--- src/core/act_pkg.sv ---
// Constants, register map and state type of the converter correction and thermal block
package act_pkg;
  // --------------------------------------------------------------------------
  // Timing
  // --------------------------------------------------------------------------
  localparam longint CLK_HZ = 250000000;
  localparam longint FAST_RATE_SPS = 160000;
  localparam longint SLOW_RATE_MILLI_SPS = 898876;
  localparam int FAST_CYCLES = int'(CLK_HZ / FAST_RATE_SPS);
  localparam int SLOW_CYCLES = int'((CLK_HZ * 1000) / SLOW_RATE_MILLI_SPS);
  // --------------------------------------------------------------------------
  // Register byte addresses
  // --------------------------------------------------------------------------
  localparam logic [7:0] ADDR_CONV_CFG = 8'h00;
  localparam logic [7:0] ADDR_FE_CFG = 8'h04;
  localparam logic [7:0] ADDR_FILT_CFG = 8'h08;
  localparam logic [7:0] ADDR_RAW = 8'h0c;
  localparam logic [7:0] ADDR_GAIN0 = 8'h10;
  localparam logic [7:0] ADDR_OFFS0 = 8'h1c;
  localparam logic [7:0] ADDR_TRIM = 8'h28;
  localparam logic [7:0] ADDR_UGAIN = 8'h2c;
  localparam logic [7:0] ADDR_UOFFS = 8'h30;
  localparam logic [7:0] ADDR_TRES = 8'h34;
  localparam logic [7:0] ADDR_STATUS = 8'h38;
  localparam logic [7:0] ADDR_STREAM = 8'h3c;
  localparam logic [7:0] ADDR_FILT_RES = 8'h40;
  // --------------------------------------------------------------------------
  // Fields
  // --------------------------------------------------------------------------
  localparam int MUX_LSB = 0;
  localparam int PAIR_LSB = 5;
  localparam int EXCITE_BIT = 7;
  localparam int ADC_EN_BIT = 7;
  localparam int TSENS_EN_BIT = 12;
  localparam int TCONV_EN_BIT = 13;
  localparam int CONV_EN_BIT = 14;
  localparam int FILT_EN_BIT = 15;
  localparam int BYPASS_BIT = 0;
  localparam int READY_BIT = 3;
  localparam logic [4:0] MUX_TEMP = 5'h03;
  localparam int NUM_PAIRS = 3;
  localparam int GAIN_FRAC = 14;
  localparam logic [16:0] CODE_MID = 17'h08000;
  // --------------------------------------------------------------------------
  // Reset values
  // --------------------------------------------------------------------------
  localparam logic [15:0] GAIN_ONE = 16'h4000;
  localparam logic [15:0] OFFS_ZERO = 16'h0000;
  localparam logic [15:0] TRIM_RESET = 16'h4000;
  // --------------------------------------------------------------------------
  // State
  // --------------------------------------------------------------------------
  typedef struct packed {
    logic ack;
    logic [31:0] rdata;
    logic [7:0] conv_cfg;
    logic [15:0] fe_cfg;
    logic bypass;
    logic [NUM_PAIRS-1:0][15:0] gain;
    logic [NUM_PAIRS-1:0][15:0] offs;
    logic [15:0] trim;
    logic [15:0] ugain;
    logic [15:0] uoffs;
    logic [15:0] raw;
    logic [15:0] stream_word;
    logic stream_valid;
    logic [15:0] slow_word;
    logic slow_valid;
    logic [10:0] fast_cnt;
    logic [18:0] slow_cnt;
    logic [15:0] t1;
    logic t1_valid;
    logic [15:0] tres;
    logic ready;
  } act_state_type;
endpackage : act_pkg

--- src/core/act_core.sv ---
// Converter gain/offset correction, output taps, excitation switch and thermal conversion
//
// Design decisions made here: the Avalon-MM register port and the register addresses.
`timescale 1ns/1ps
module act_core #(
  parameter int SLOW_CYCLES = act_pkg::SLOW_CYCLES
) (
  input wire logic clk_i,
  input wire logic rst_i,
  input wire logic hibernate_i,
  input wire logic [7:0] avs_address_i,
  input wire logic [3:0] avs_byteenable_i,
  input wire logic avs_read_i,
  input wire logic avs_write_i,
  input wire logic [31:0] avs_writedata_i,
  output logic [31:0] avs_readdata_o,
  output logic avs_waitrequest_o,
  input wire logic [15:0] adc_sample_i,
  input wire logic [15:0] high_rate_sinc_output_i,
  input wire logic [15:0] low_rate_sinc_output_i,
  output logic [15:0] stream_word_o,
  output logic stream_valid_o,
  output logic [15:0] slow_word_o,
  output logic slow_valid_o,
  output logic [4:0] mux_select_o,
  output logic temp_route_o,
  output logic excitation_switch_o,
  output logic adc_power_o,
  output logic temp_sensor_power_o
);
  act_pkg::act_state_type s_q;
  act_pkg::act_state_type s_d;

  // --------------------------------------------------------------------------
  // Helpers
  // --------------------------------------------------------------------------
  // Byte-lane merge for Avalon writes
  function automatic logic [15:0] merge16(input logic [15:0] old, input logic [31:0] wd, input logic [3:0] be);
    logic [15:0] r;
    r = old;
    if (be[0]) begin
      r[7:0] = wd[7:0];
    end
    if (be[1]) begin
      r[15:8] = wd[15:8];
    end
    return r;
  endfunction : merge16

  // Unsigned word times Q2.14 gain plus signed offset, clamped to the 16-bit code range
  function automatic logic [15:0] correct(input logic [15:0] raw, input logic [15:0] g, input logic [15:0] o);
    logic [32:0] prod;
    logic signed [19:0] sum;
    prod = {17'h00000, raw} * {17'h00000, g};
    sum = signed'({1'b0, prod[32:act_pkg::GAIN_FRAC]}) + 20'(signed'(o));
    if (sum < 20'sh00000) begin
      return 16'h0000;
    end else if (sum > 20'sh0ffff) begin
      return 16'hffff;
    end
    return sum[15:0];
  endfunction : correct

  // --------------------------------------------------------------------------
  // Control decode
  // --------------------------------------------------------------------------
  logic running;
  logic fast_tick;
  logic slow_tick;
  logic [1:0] pair;
  logic [1:0] pair_idx;
  logic [15:0] corrected;
  logic [15:0] temp_code;
  logic temp_sample;
  logic hit_gain;
  logic hit_offs;
  logic [1:0] reg_idx;
  logic [31:0] rd_mux;

  // Conversion runs while the converter is powered and enabled
  assign running = s_q.fe_cfg[act_pkg::ADC_EN_BIT] & s_q.fe_cfg[act_pkg::CONV_EN_BIT];
  // The fast divider drops the half cycle of the ideal period, so this tap runs a hair fast
  assign fast_tick = running && (s_q.fast_cnt == 11'(act_pkg::FAST_CYCLES - 1));
  assign slow_tick = running && (s_q.slow_cnt == 19'(SLOW_CYCLES - 1));
  assign pair = s_q.conv_cfg[act_pkg::PAIR_LSB +: 2];
  // Reserved pair code falls back to the first pair rather than reading out of range
  assign pair_idx = (pair == 2'd3) ? 2'd0 : pair;
  assign corrected = correct(adc_sample_i, s_q.gain[pair_idx], s_q.offs[pair_idx]);

  // Thermal source: corrected stream, high-rate sinc or low-rate sinc
  always_comb begin
    if (!s_q.fe_cfg[act_pkg::FILT_EN_BIT]) begin
      temp_code = corrected;
      temp_sample = fast_tick;
    end else if (s_q.bypass) begin
      temp_code = high_rate_sinc_output_i;
      temp_sample = fast_tick;
    end else begin
      temp_code = low_rate_sinc_output_i;
      temp_sample = slow_tick;
    end
  end

  // Register index decode for the correction pair banks
  always_comb begin
    hit_gain = 1'b0;
    hit_offs = 1'b0;
    reg_idx = 2'd0;
    for (int i = 0; i < act_pkg::NUM_PAIRS; i++) begin
      if (avs_address_i == act_pkg::ADDR_GAIN0 + 8'(4 * i)) begin
        hit_gain = 1'b1;
        reg_idx = 2'(i);
      end
      if (avs_address_i == act_pkg::ADDR_OFFS0 + 8'(4 * i)) begin
        hit_offs = 1'b1;
        reg_idx = 2'(i);
      end
    end
  end

  // --------------------------------------------------------------------------
  // Read multiplexer
  // --------------------------------------------------------------------------
  // Unmapped addresses read as zero
  always_comb begin
    rd_mux = 32'h00000000;
    if (hit_gain) begin
      rd_mux = {16'h0000, s_q.gain[reg_idx]};
    end else if (hit_offs) begin
      rd_mux = {16'h0000, s_q.offs[reg_idx]};
    end else begin
      unique case (avs_address_i)
        act_pkg::ADDR_CONV_CFG: rd_mux = {24'h000000, s_q.conv_cfg};
        act_pkg::ADDR_FE_CFG: rd_mux = {16'h0000, s_q.fe_cfg};
        act_pkg::ADDR_FILT_CFG: rd_mux = {31'h00000000, s_q.bypass};
        act_pkg::ADDR_RAW: rd_mux = {16'h0000, s_q.raw};
        act_pkg::ADDR_TRIM: rd_mux = {16'h0000, s_q.trim};
        act_pkg::ADDR_UGAIN: rd_mux = {16'h0000, s_q.ugain};
        act_pkg::ADDR_UOFFS: rd_mux = {16'h0000, s_q.uoffs};
        act_pkg::ADDR_TRES: rd_mux = {16'h0000, s_q.tres};
        act_pkg::ADDR_STATUS: rd_mux = 32'(s_q.ready) << act_pkg::READY_BIT;
        act_pkg::ADDR_STREAM: rd_mux = {16'h0000, s_q.stream_word};
        act_pkg::ADDR_FILT_RES: rd_mux = {16'h0000, s_q.slow_word};
        default: rd_mux = 32'h00000000;
      endcase
    end
  end

  // --------------------------------------------------------------------------
  // Next state
  // --------------------------------------------------------------------------
  always_comb begin
    logic wr;
    logic signed [16:0] centred;
    logic signed [33:0] p1;
    logic signed [33:0] p2;
    logic signed [33:0] sum2;
    s_d = s_q;
    wr = avs_write_i & s_q.ack;
    centred = 17'sh00000;
    p1 = 34'sh000000000;
    p2 = 34'sh000000000;
    sum2 = 34'sh000000000;
    // Bus handshake: one wait cycle, then the access completes on the ack cycle
    // A request still standing after its ack cycle starts a fresh access
    s_d.ack = (avs_read_i | avs_write_i) & ~s_q.ack;
    if (avs_read_i & ~s_q.ack) begin
      s_d.rdata = rd_mux;
    end
    // Configuration writes
    if (wr) begin
      if (hit_gain) begin
        s_d.gain[reg_idx] = merge16(s_q.gain[reg_idx], avs_writedata_i, avs_byteenable_i);
      end
      if (hit_offs) begin
        s_d.offs[reg_idx] = merge16(s_q.offs[reg_idx], avs_writedata_i, avs_byteenable_i);
      end
      if (avs_address_i == act_pkg::ADDR_CONV_CFG && avs_byteenable_i[0]) begin
        s_d.conv_cfg = avs_writedata_i[7:0];
      end
      if (avs_address_i == act_pkg::ADDR_FE_CFG) begin
        s_d.fe_cfg = merge16(s_q.fe_cfg, avs_writedata_i, avs_byteenable_i);
      end
      if (avs_address_i == act_pkg::ADDR_FILT_CFG && avs_byteenable_i[0]) begin
        s_d.bypass = avs_writedata_i[act_pkg::BYPASS_BIT];
      end
      if (avs_address_i == act_pkg::ADDR_TRIM) begin
        s_d.trim = merge16(s_q.trim, avs_writedata_i, avs_byteenable_i);
      end
      if (avs_address_i == act_pkg::ADDR_UGAIN) begin
        s_d.ugain = merge16(s_q.ugain, avs_writedata_i, avs_byteenable_i);
      end
      if (avs_address_i == act_pkg::ADDR_UOFFS) begin
        s_d.uoffs = merge16(s_q.uoffs, avs_writedata_i, avs_byteenable_i);
      end
      // Write one to clear; a coinciding new result is applied below and wins
      if (avs_address_i == act_pkg::ADDR_STATUS && avs_byteenable_i[0] && avs_writedata_i[act_pkg::READY_BIT]) begin
        s_d.ready = 1'b0;
      end
    end
    // Hibernate drops the correction banks back to unity gain and zero offset
    if (hibernate_i) begin
      for (int i = 0; i < act_pkg::NUM_PAIRS; i++) begin
        s_d.gain[i] = act_pkg::GAIN_ONE;
        s_d.offs[i] = act_pkg::OFFS_ZERO;
      end
    end
    // Rate dividers restart whenever conversion stops
    s_d.stream_valid = 1'b0;
    s_d.slow_valid = 1'b0;
    if (!running) begin
      s_d.fast_cnt = 11'h000;
      s_d.slow_cnt = 19'h00000;
    end else begin
      s_d.fast_cnt = fast_tick ? 11'h000 : s_q.fast_cnt + 11'h001;
      s_d.slow_cnt = slow_tick ? 19'h00000 : s_q.slow_cnt + 19'h00001;
    end
    // Corrected 160 kSPS tap and raw result
    if (fast_tick) begin
      s_d.raw = adc_sample_i;
      s_d.stream_word = corrected;
      s_d.stream_valid = 1'b1;
    end
    // Low-rate tap after the supply rejection filter
    if (slow_tick) begin
      s_d.slow_word = low_rate_sinc_output_i;
      s_d.slow_valid = 1'b1;
    end
    // Thermal stage one: factory scaling of the centred code
    s_d.t1_valid = 1'b0;
    if (temp_sample && s_q.fe_cfg[act_pkg::TCONV_EN_BIT] && temp_route_o) begin
      centred = signed'({1'b0, temp_code}) - signed'(act_pkg::CODE_MID);
      // Both factors are widened first, so the product keeps every bit
      // whatever width the multiply would take on its own
      p1 = 34'(centred) * 34'(signed'({1'b0, s_q.trim}));
      s_d.t1 = 16'(p1 >>> act_pkg::GAIN_FRAC);
      s_d.t1_valid = 1'b1;
    end
    // Thermal stage two: user gain and offset, then store and flag
    if (s_q.t1_valid) begin
      // User gain is unsigned Q2.14, so it gets a zero top bit before widening
      p2 = 34'(signed'(s_q.t1)) * 34'(signed'({1'b0, s_q.ugain}));
      // The result wraps rather than saturates: software sees the low 16 bits
      sum2 = (p2 >>> act_pkg::GAIN_FRAC) + 34'(signed'(s_q.uoffs));
      s_d.tres = sum2[15:0];
      s_d.ready = 1'b1;
    end
  end

  // --------------------------------------------------------------------------
  // State register
  // --------------------------------------------------------------------------
  always_ff @(posedge clk_i) begin
    if (rst_i) begin
      s_q <= '0;
      for (int i = 0; i < act_pkg::NUM_PAIRS; i++) begin
        s_q.gain[i] <= act_pkg::GAIN_ONE;
        s_q.offs[i] <= act_pkg::OFFS_ZERO;
      end
      s_q.trim <= act_pkg::TRIM_RESET;
      s_q.ugain <= act_pkg::GAIN_ONE;
      s_q.uoffs <= act_pkg::OFFS_ZERO;
    end else begin
      s_q <= s_d;
    end
  end

  // --------------------------------------------------------------------------
  // Outputs
  // --------------------------------------------------------------------------
  assign avs_waitrequest_o = (avs_read_i | avs_write_i) & ~s_q.ack;
  assign avs_readdata_o = s_q.rdata;
  assign stream_word_o = s_q.stream_word;
  assign stream_valid_o = s_q.stream_valid;
  assign slow_word_o = s_q.slow_word;
  assign slow_valid_o = s_q.slow_valid;
  assign mux_select_o = s_q.conv_cfg[act_pkg::MUX_LSB +: 5];
  assign temp_route_o = (s_q.conv_cfg[act_pkg::MUX_LSB +: 5] == act_pkg::MUX_TEMP);
  // Reference only reaches the pin while the switch bit is set
  assign excitation_switch_o = s_q.conv_cfg[act_pkg::EXCITE_BIT];
  assign adc_power_o = s_q.fe_cfg[act_pkg::ADC_EN_BIT];
  assign temp_sensor_power_o = s_q.fe_cfg[act_pkg::TSENS_EN_BIT];
endmodule : act_core

--- config.mk ---
export PLATFORM = sky130hd
export DESIGN_NAME = act_core
export DESIGN_NICKNAME = d
export VERILOG_FILES = /design/src/core/act_pkg.sv /design/src/core/act_core.sv
export SDC_FILE = /design/constraint.sdc
export NUM_CORES = 2
export LEC_CHECK = 0
export BUFFER_PORTS_ARGS = -buffer_cell sky130_fd_sc_hd__buf_2
export CAP_MARGIN = 20
export CORE_ASPECT_RATIO = 0.75
export CORE_MARGIN = 2
export CORE_UTILIZATION = 60
export CTS_CLUSTER_DIAMETER = 150
export CTS_CLUSTER_SIZE = 28
export DETAILED_ROUTE_END_ITERATION = 8
export GPL_TIMING_DRIVEN = 0
export PLACE_DENSITY = 0.78
export SETUP_SLACK_MARGIN = 0.1
export SYNTH_ARGS = -nofsm -noshare
export SYNTH_HDL_FRONTEND = slang
export SYNTH_SLANG_ARGS = --single-unit
--- constraint.sdc ---
create_clock -name clk_i -period 20.8 [get_ports clk_i]
set_input_delay 1.04 -clock clk_i [delete_from_list [all_inputs] [get_ports clk_i]]
set_output_delay 1.04 -clock clk_i [all_outputs]
set_load 0.1 [all_outputs]
==> summary.md <==
| Metric | Value |
|---|---|
| Slew Viols, Final | 0 |
| TritonCTS clock tree | built |
| Routed Wire Length | approximately 130,000 um |
| Vias in the first global route | roughly 34,000 |
| CTS Hold Bufs | 0 |
| Share of flip-flops with an asynchronous set or reset | 0% |
| Syn. warnings | 0 |
| Combinational cell fraction of total power | 14.5% |
| DR top layer | met4 |
| Met2 WL | 51,260 um |
| Worst setup EP type | flop |
| Hold Path Class | reg2reg |
| Via density | 5.896 |
| Clk root buf | clkbuf_16 |
| Switching fraction of total power | 30.58% |
| F_max | 54.89 MHz |
| Status | finished clean |
| Worst r2r dst | s_q[33]$_SDFFE_PP0P_ |
| Critical path's largest stage delay | 0.86 ns |
| Top_reg_cell synth | dfxtp_1 |
| Post-Syn Area per Cell | 8.356 um^2 |
| WP data required | 21.23 ns |
| Yosys reg bits | 300 |
| Global Route Usage Sum | 38.08% |
| Layout cells sized above 1 | 6.017% |
| Drt pass-1 iters | 8 |
| Routed length per instance | 22.23 um |
| R2r worst-path depth | 60 |
| Area delta synth->final | 5.672% |
| Largest net degree at the start of global routing | 29 |
| Post-layout power | 0.001082 W |
| Power Density | 24.95 nW/um^2 |
| Num CTS Buffers | 15 |
| Number of synthesized flops with an enable pin | 0 |
| Period utilization | 87.59% |
| Relative slew slack | 23.56% |
| Period minus WS final | approximately 18 ns |
| Starting Density | 60.36% |
| Final hold vios | 0 |
| Postcts setup bufs | 0 |
| Max stage delay cell, worst path | nor2_1 |
| DP HPWL | 108,700 um |
| Initial antenna violation count | 9 |
| Maximum vdd drop | 0.04110 mV |
| WP data arrival | between 15 and 20 ns |
| Initial DRC Count | 4,639 |
| M1 WL | 54,150 um |
| # IOs | between 150 and 200 |
| # DRC | 0 |
| RSZ-0062 raised after global routing | false |
| Clock power frac | 32.3% |
| Setup TNS | 0 ns |
| Met3 wire length | 22,330 um |
| H-tree Lvls | 1 |
| Gate Count Post-Synth | 4,913 |
| Post-route ant nets | 0 |
| Final GP Congestion | approximately 1.0 |
| Mapped Area | ~40,000 um^2 |
| Int Pwr | roughly 0.00075 W |
| # nets final | 6,132 |
| Worst r2r src | pair[0]$_SDFFE_PP0P_ |
| Crit Path Class | reg2reg |
| Max-cap violations | 0 |
| Die X | 306.0 um |
| CTS Buffer Depth | 3 |
| Leak pwr | 20.43 nW |
| First-pass GRT wire length | 203,500 um |
| Die Ht | 230.5 um |
| Core area | about 68,000 um^2 |
| Psw | 0.0003310 W |
| Slew @ Worst Pin | 1.147 ns |
| Worst hold path depth | 2 |
| # fillers | around 6,000 |
| Total Die Area | 70,550 um^2 |
| Total clock sinks | 300 |
| Final Skew | 0.03641 ns |
| Max FO, Critical Path | 10 |
| Cell variety after synth | just over 80 |
| Grt ovf | 0 |
| Num rows | 83 |
| R2r setup slk | 2.58 ns |
| Final setup viols | 0 |
| Clock latency on the worst-skew pair | 0.55 ns |
| Most used cell, CP | fa_1 |
| Vias | approximately 35,000 |
| Register area share after synthesis | 14.63% |
| CTS resizes | 0 |
| I/O Buffers | around 140 |
| Hold wc startpoint | s_q[269]$_SDFFE_PP0P_ |
| Hold Path Sink | s_q[269]$_SDFFE_PP0P_ |
| Startpoint types | flop |
| Clock-pin slew of the registers on the worst-case setup and hold paths | between 0.1 and 0.15 ns |
| Sequential Power Share | 53.1% |
## cells in the mapped netlist, types with 27 or more instances
cell type / instances / area share, %
nand2_1: 791 / 7.2
inv_1: 790 / 7.2
fa_1: 631 / 31
and2_1: 325 / 5.0
nor2_1: 320 / 2.9
ha_1: 319 / 9.7
dfxtp_1: 300 / 15
a21oi_1: 231 / 2.8
clkbuf_1: 209 / 1.9
nand3_1: 103 / 1.3
mux2i_1: 90 / 2.2
buf_4: 69 / 1.3
xnor2_1: 67 / 1.4
nor2b_1: 47 / 0.72
xor2_1: 47 / 1.0
o21ai_0: 44 / 0.54
a22oi_1: 40 / 0.73
nand2b_1: 39 / 0.59
nor3_1: 32 / 0.39
o21a_1: 31 / 0.57
nand4_1: 30 / 0.46
o22ai_1: 29 / 0.44
a21o_1: 27 / 0.49
## metrics by stage
stage                     hold slack [ns]  instance area [um^2]  utilization (%)  std cells  worst slack, ns
after floorplan                    0.4357                 41110                -       4928            6.223
after global placement             0.4453                 42900            63.07       5955            3.173
after detailed placement           0.4511                 42910            63.09       5957            3.149
after CTS                          0.4673                 43340            63.72       5975            3.002
after global routing               0.4835                 43380            63.77       5981            1.687
final                              0.4701                 43380            63.78       5983            2.581
## sequential cells by signal, indices dropped and copies added (netlist names)
signal and cells:
s_q 240, avs_readdata_o 16, slow_word_o 16, stream_word_o 16, mux_select_o 5, pair 2
adc_power_o 1, excitation_switch_o 1, slow_valid_o 1, stream_valid_o 1, temp_sensor_power_o 1
## power by group through the flow
stage / Combinational [W] / Clock [W] / Sequential (W)
after floorplan: 0.0000880 / 0 / 0.000588
after global placement: 0.000149 / 0 / 0.000588
after detailed placement: 0.000150 / 0 / 0.000588
after CTS: 0.000151 / 0.000348 / 0.000575
after global routing: 0.000165 / 0.000367 / 0.000575
final: 0.000157 / 0.000350 / 0.000575
## worst max path at each step
stage | depth (start not counted) | to | start | slack [ns]
2_1_floorplan | 60 | s_q[33]$_SDFFE_PP0P_ | pair[0]$_SDFFE_PP0P_ | 6.22
3_3_place_gp | 62 | s_q[33]$_SDFFE_PP0P_ | pair[0]$_SDFFE_PP0P_ | 3.17
3_5_place_dp | 60 | s_q[33]$_SDFFE_PP0P_ | pair[0]$_SDFFE_PP0P_ | 3.15
4_1_cts | 60 | s_q[33]$_SDFFE_PP0P_ | pair[0]$_SDFFE_PP0P_ | 3.00
5_1_grt | 60 | s_q[33]$_SDFFE_PP0P_ | pair[1]$_SDFFE_PP0P_ | 1.69
6_report | 60 | s_q[33]$_SDFFE_PP0P_ | pair[0]$_SDFFE_PP0P_ | 2.58
## cell usage in the layout (no fill, tap or decap), drive strengths merged, types with 67 or more instances in the layout
| master | n |
|---|---|
| nand2 | 791 |
| buf | 253 |
| nor2 | 321 |
| nand3 | 103 |
| fa | 631 |
| clkbuf | 225 |
| inv | 791 |
| ha | 319 |
| mux2i | 90 |
| a21oi | 231 |
| o21ai | 81 |
| xnor2 | 67 |
| and2 | 325 |
| dfxtp | 300 |
## critical path, delay by kind of cell (launching register included)
family,cells,cell delay (ns)
buffers and inverters,12,2.56
adder cells (fa/ha/maj),15,7.00
AND/OR/NAND/NOR,9,2.29
XOR/XNOR,3,0.74
AO/OA/AOI/OAI,21,5.15
flip-flops,1,0.32
## metal layers
metal	global-route usage, %	vias up
met1	54.71	17110
met2	51.53	2248
met5	0	-
li1	-	15600
met3	15.87	316
met4	12.25	0
## cells by family (layout without fill, tap and decap cells)
logic type / count (synthesis) / in the layout / synth area share [%]
fa+ha+maj: 950 / 950 / 40.49
compound gates: 581 / 581 / 9.210
mux: 107 / 107 / 2.661
simple gates: 1747 / 1747 / 19.64
buf+inv: 1113 / 1271 / 10.93
xor+xnor: 114 / 114 / 2.432
other cells: 1 / 21 / 0.009134
flops: 300 / 300 / 14.63
## layout make-up
cell class / count / area, um^2 / area share (%)
Timing Repair Buffer: 140 / 713.2 / 1.644
Antenna cell: 5 / 12.51 / 0.02884
Clock inverter: 3 / 55.05 / 0.1269
Inverter: 790 / 2965 / 6.835
Clock buffer: 15 / 375.4 / 0.8652
Multi-Input combinational cell: 3515 / 30620 / 70.57
Buffer: 323 / 1523 / 3.510
Tap cell: 892 / 1116 / 2.573
Sequential cell: 300 / 6006 / 13.84
Note: power is estimated with default switching activity, not from simulation.
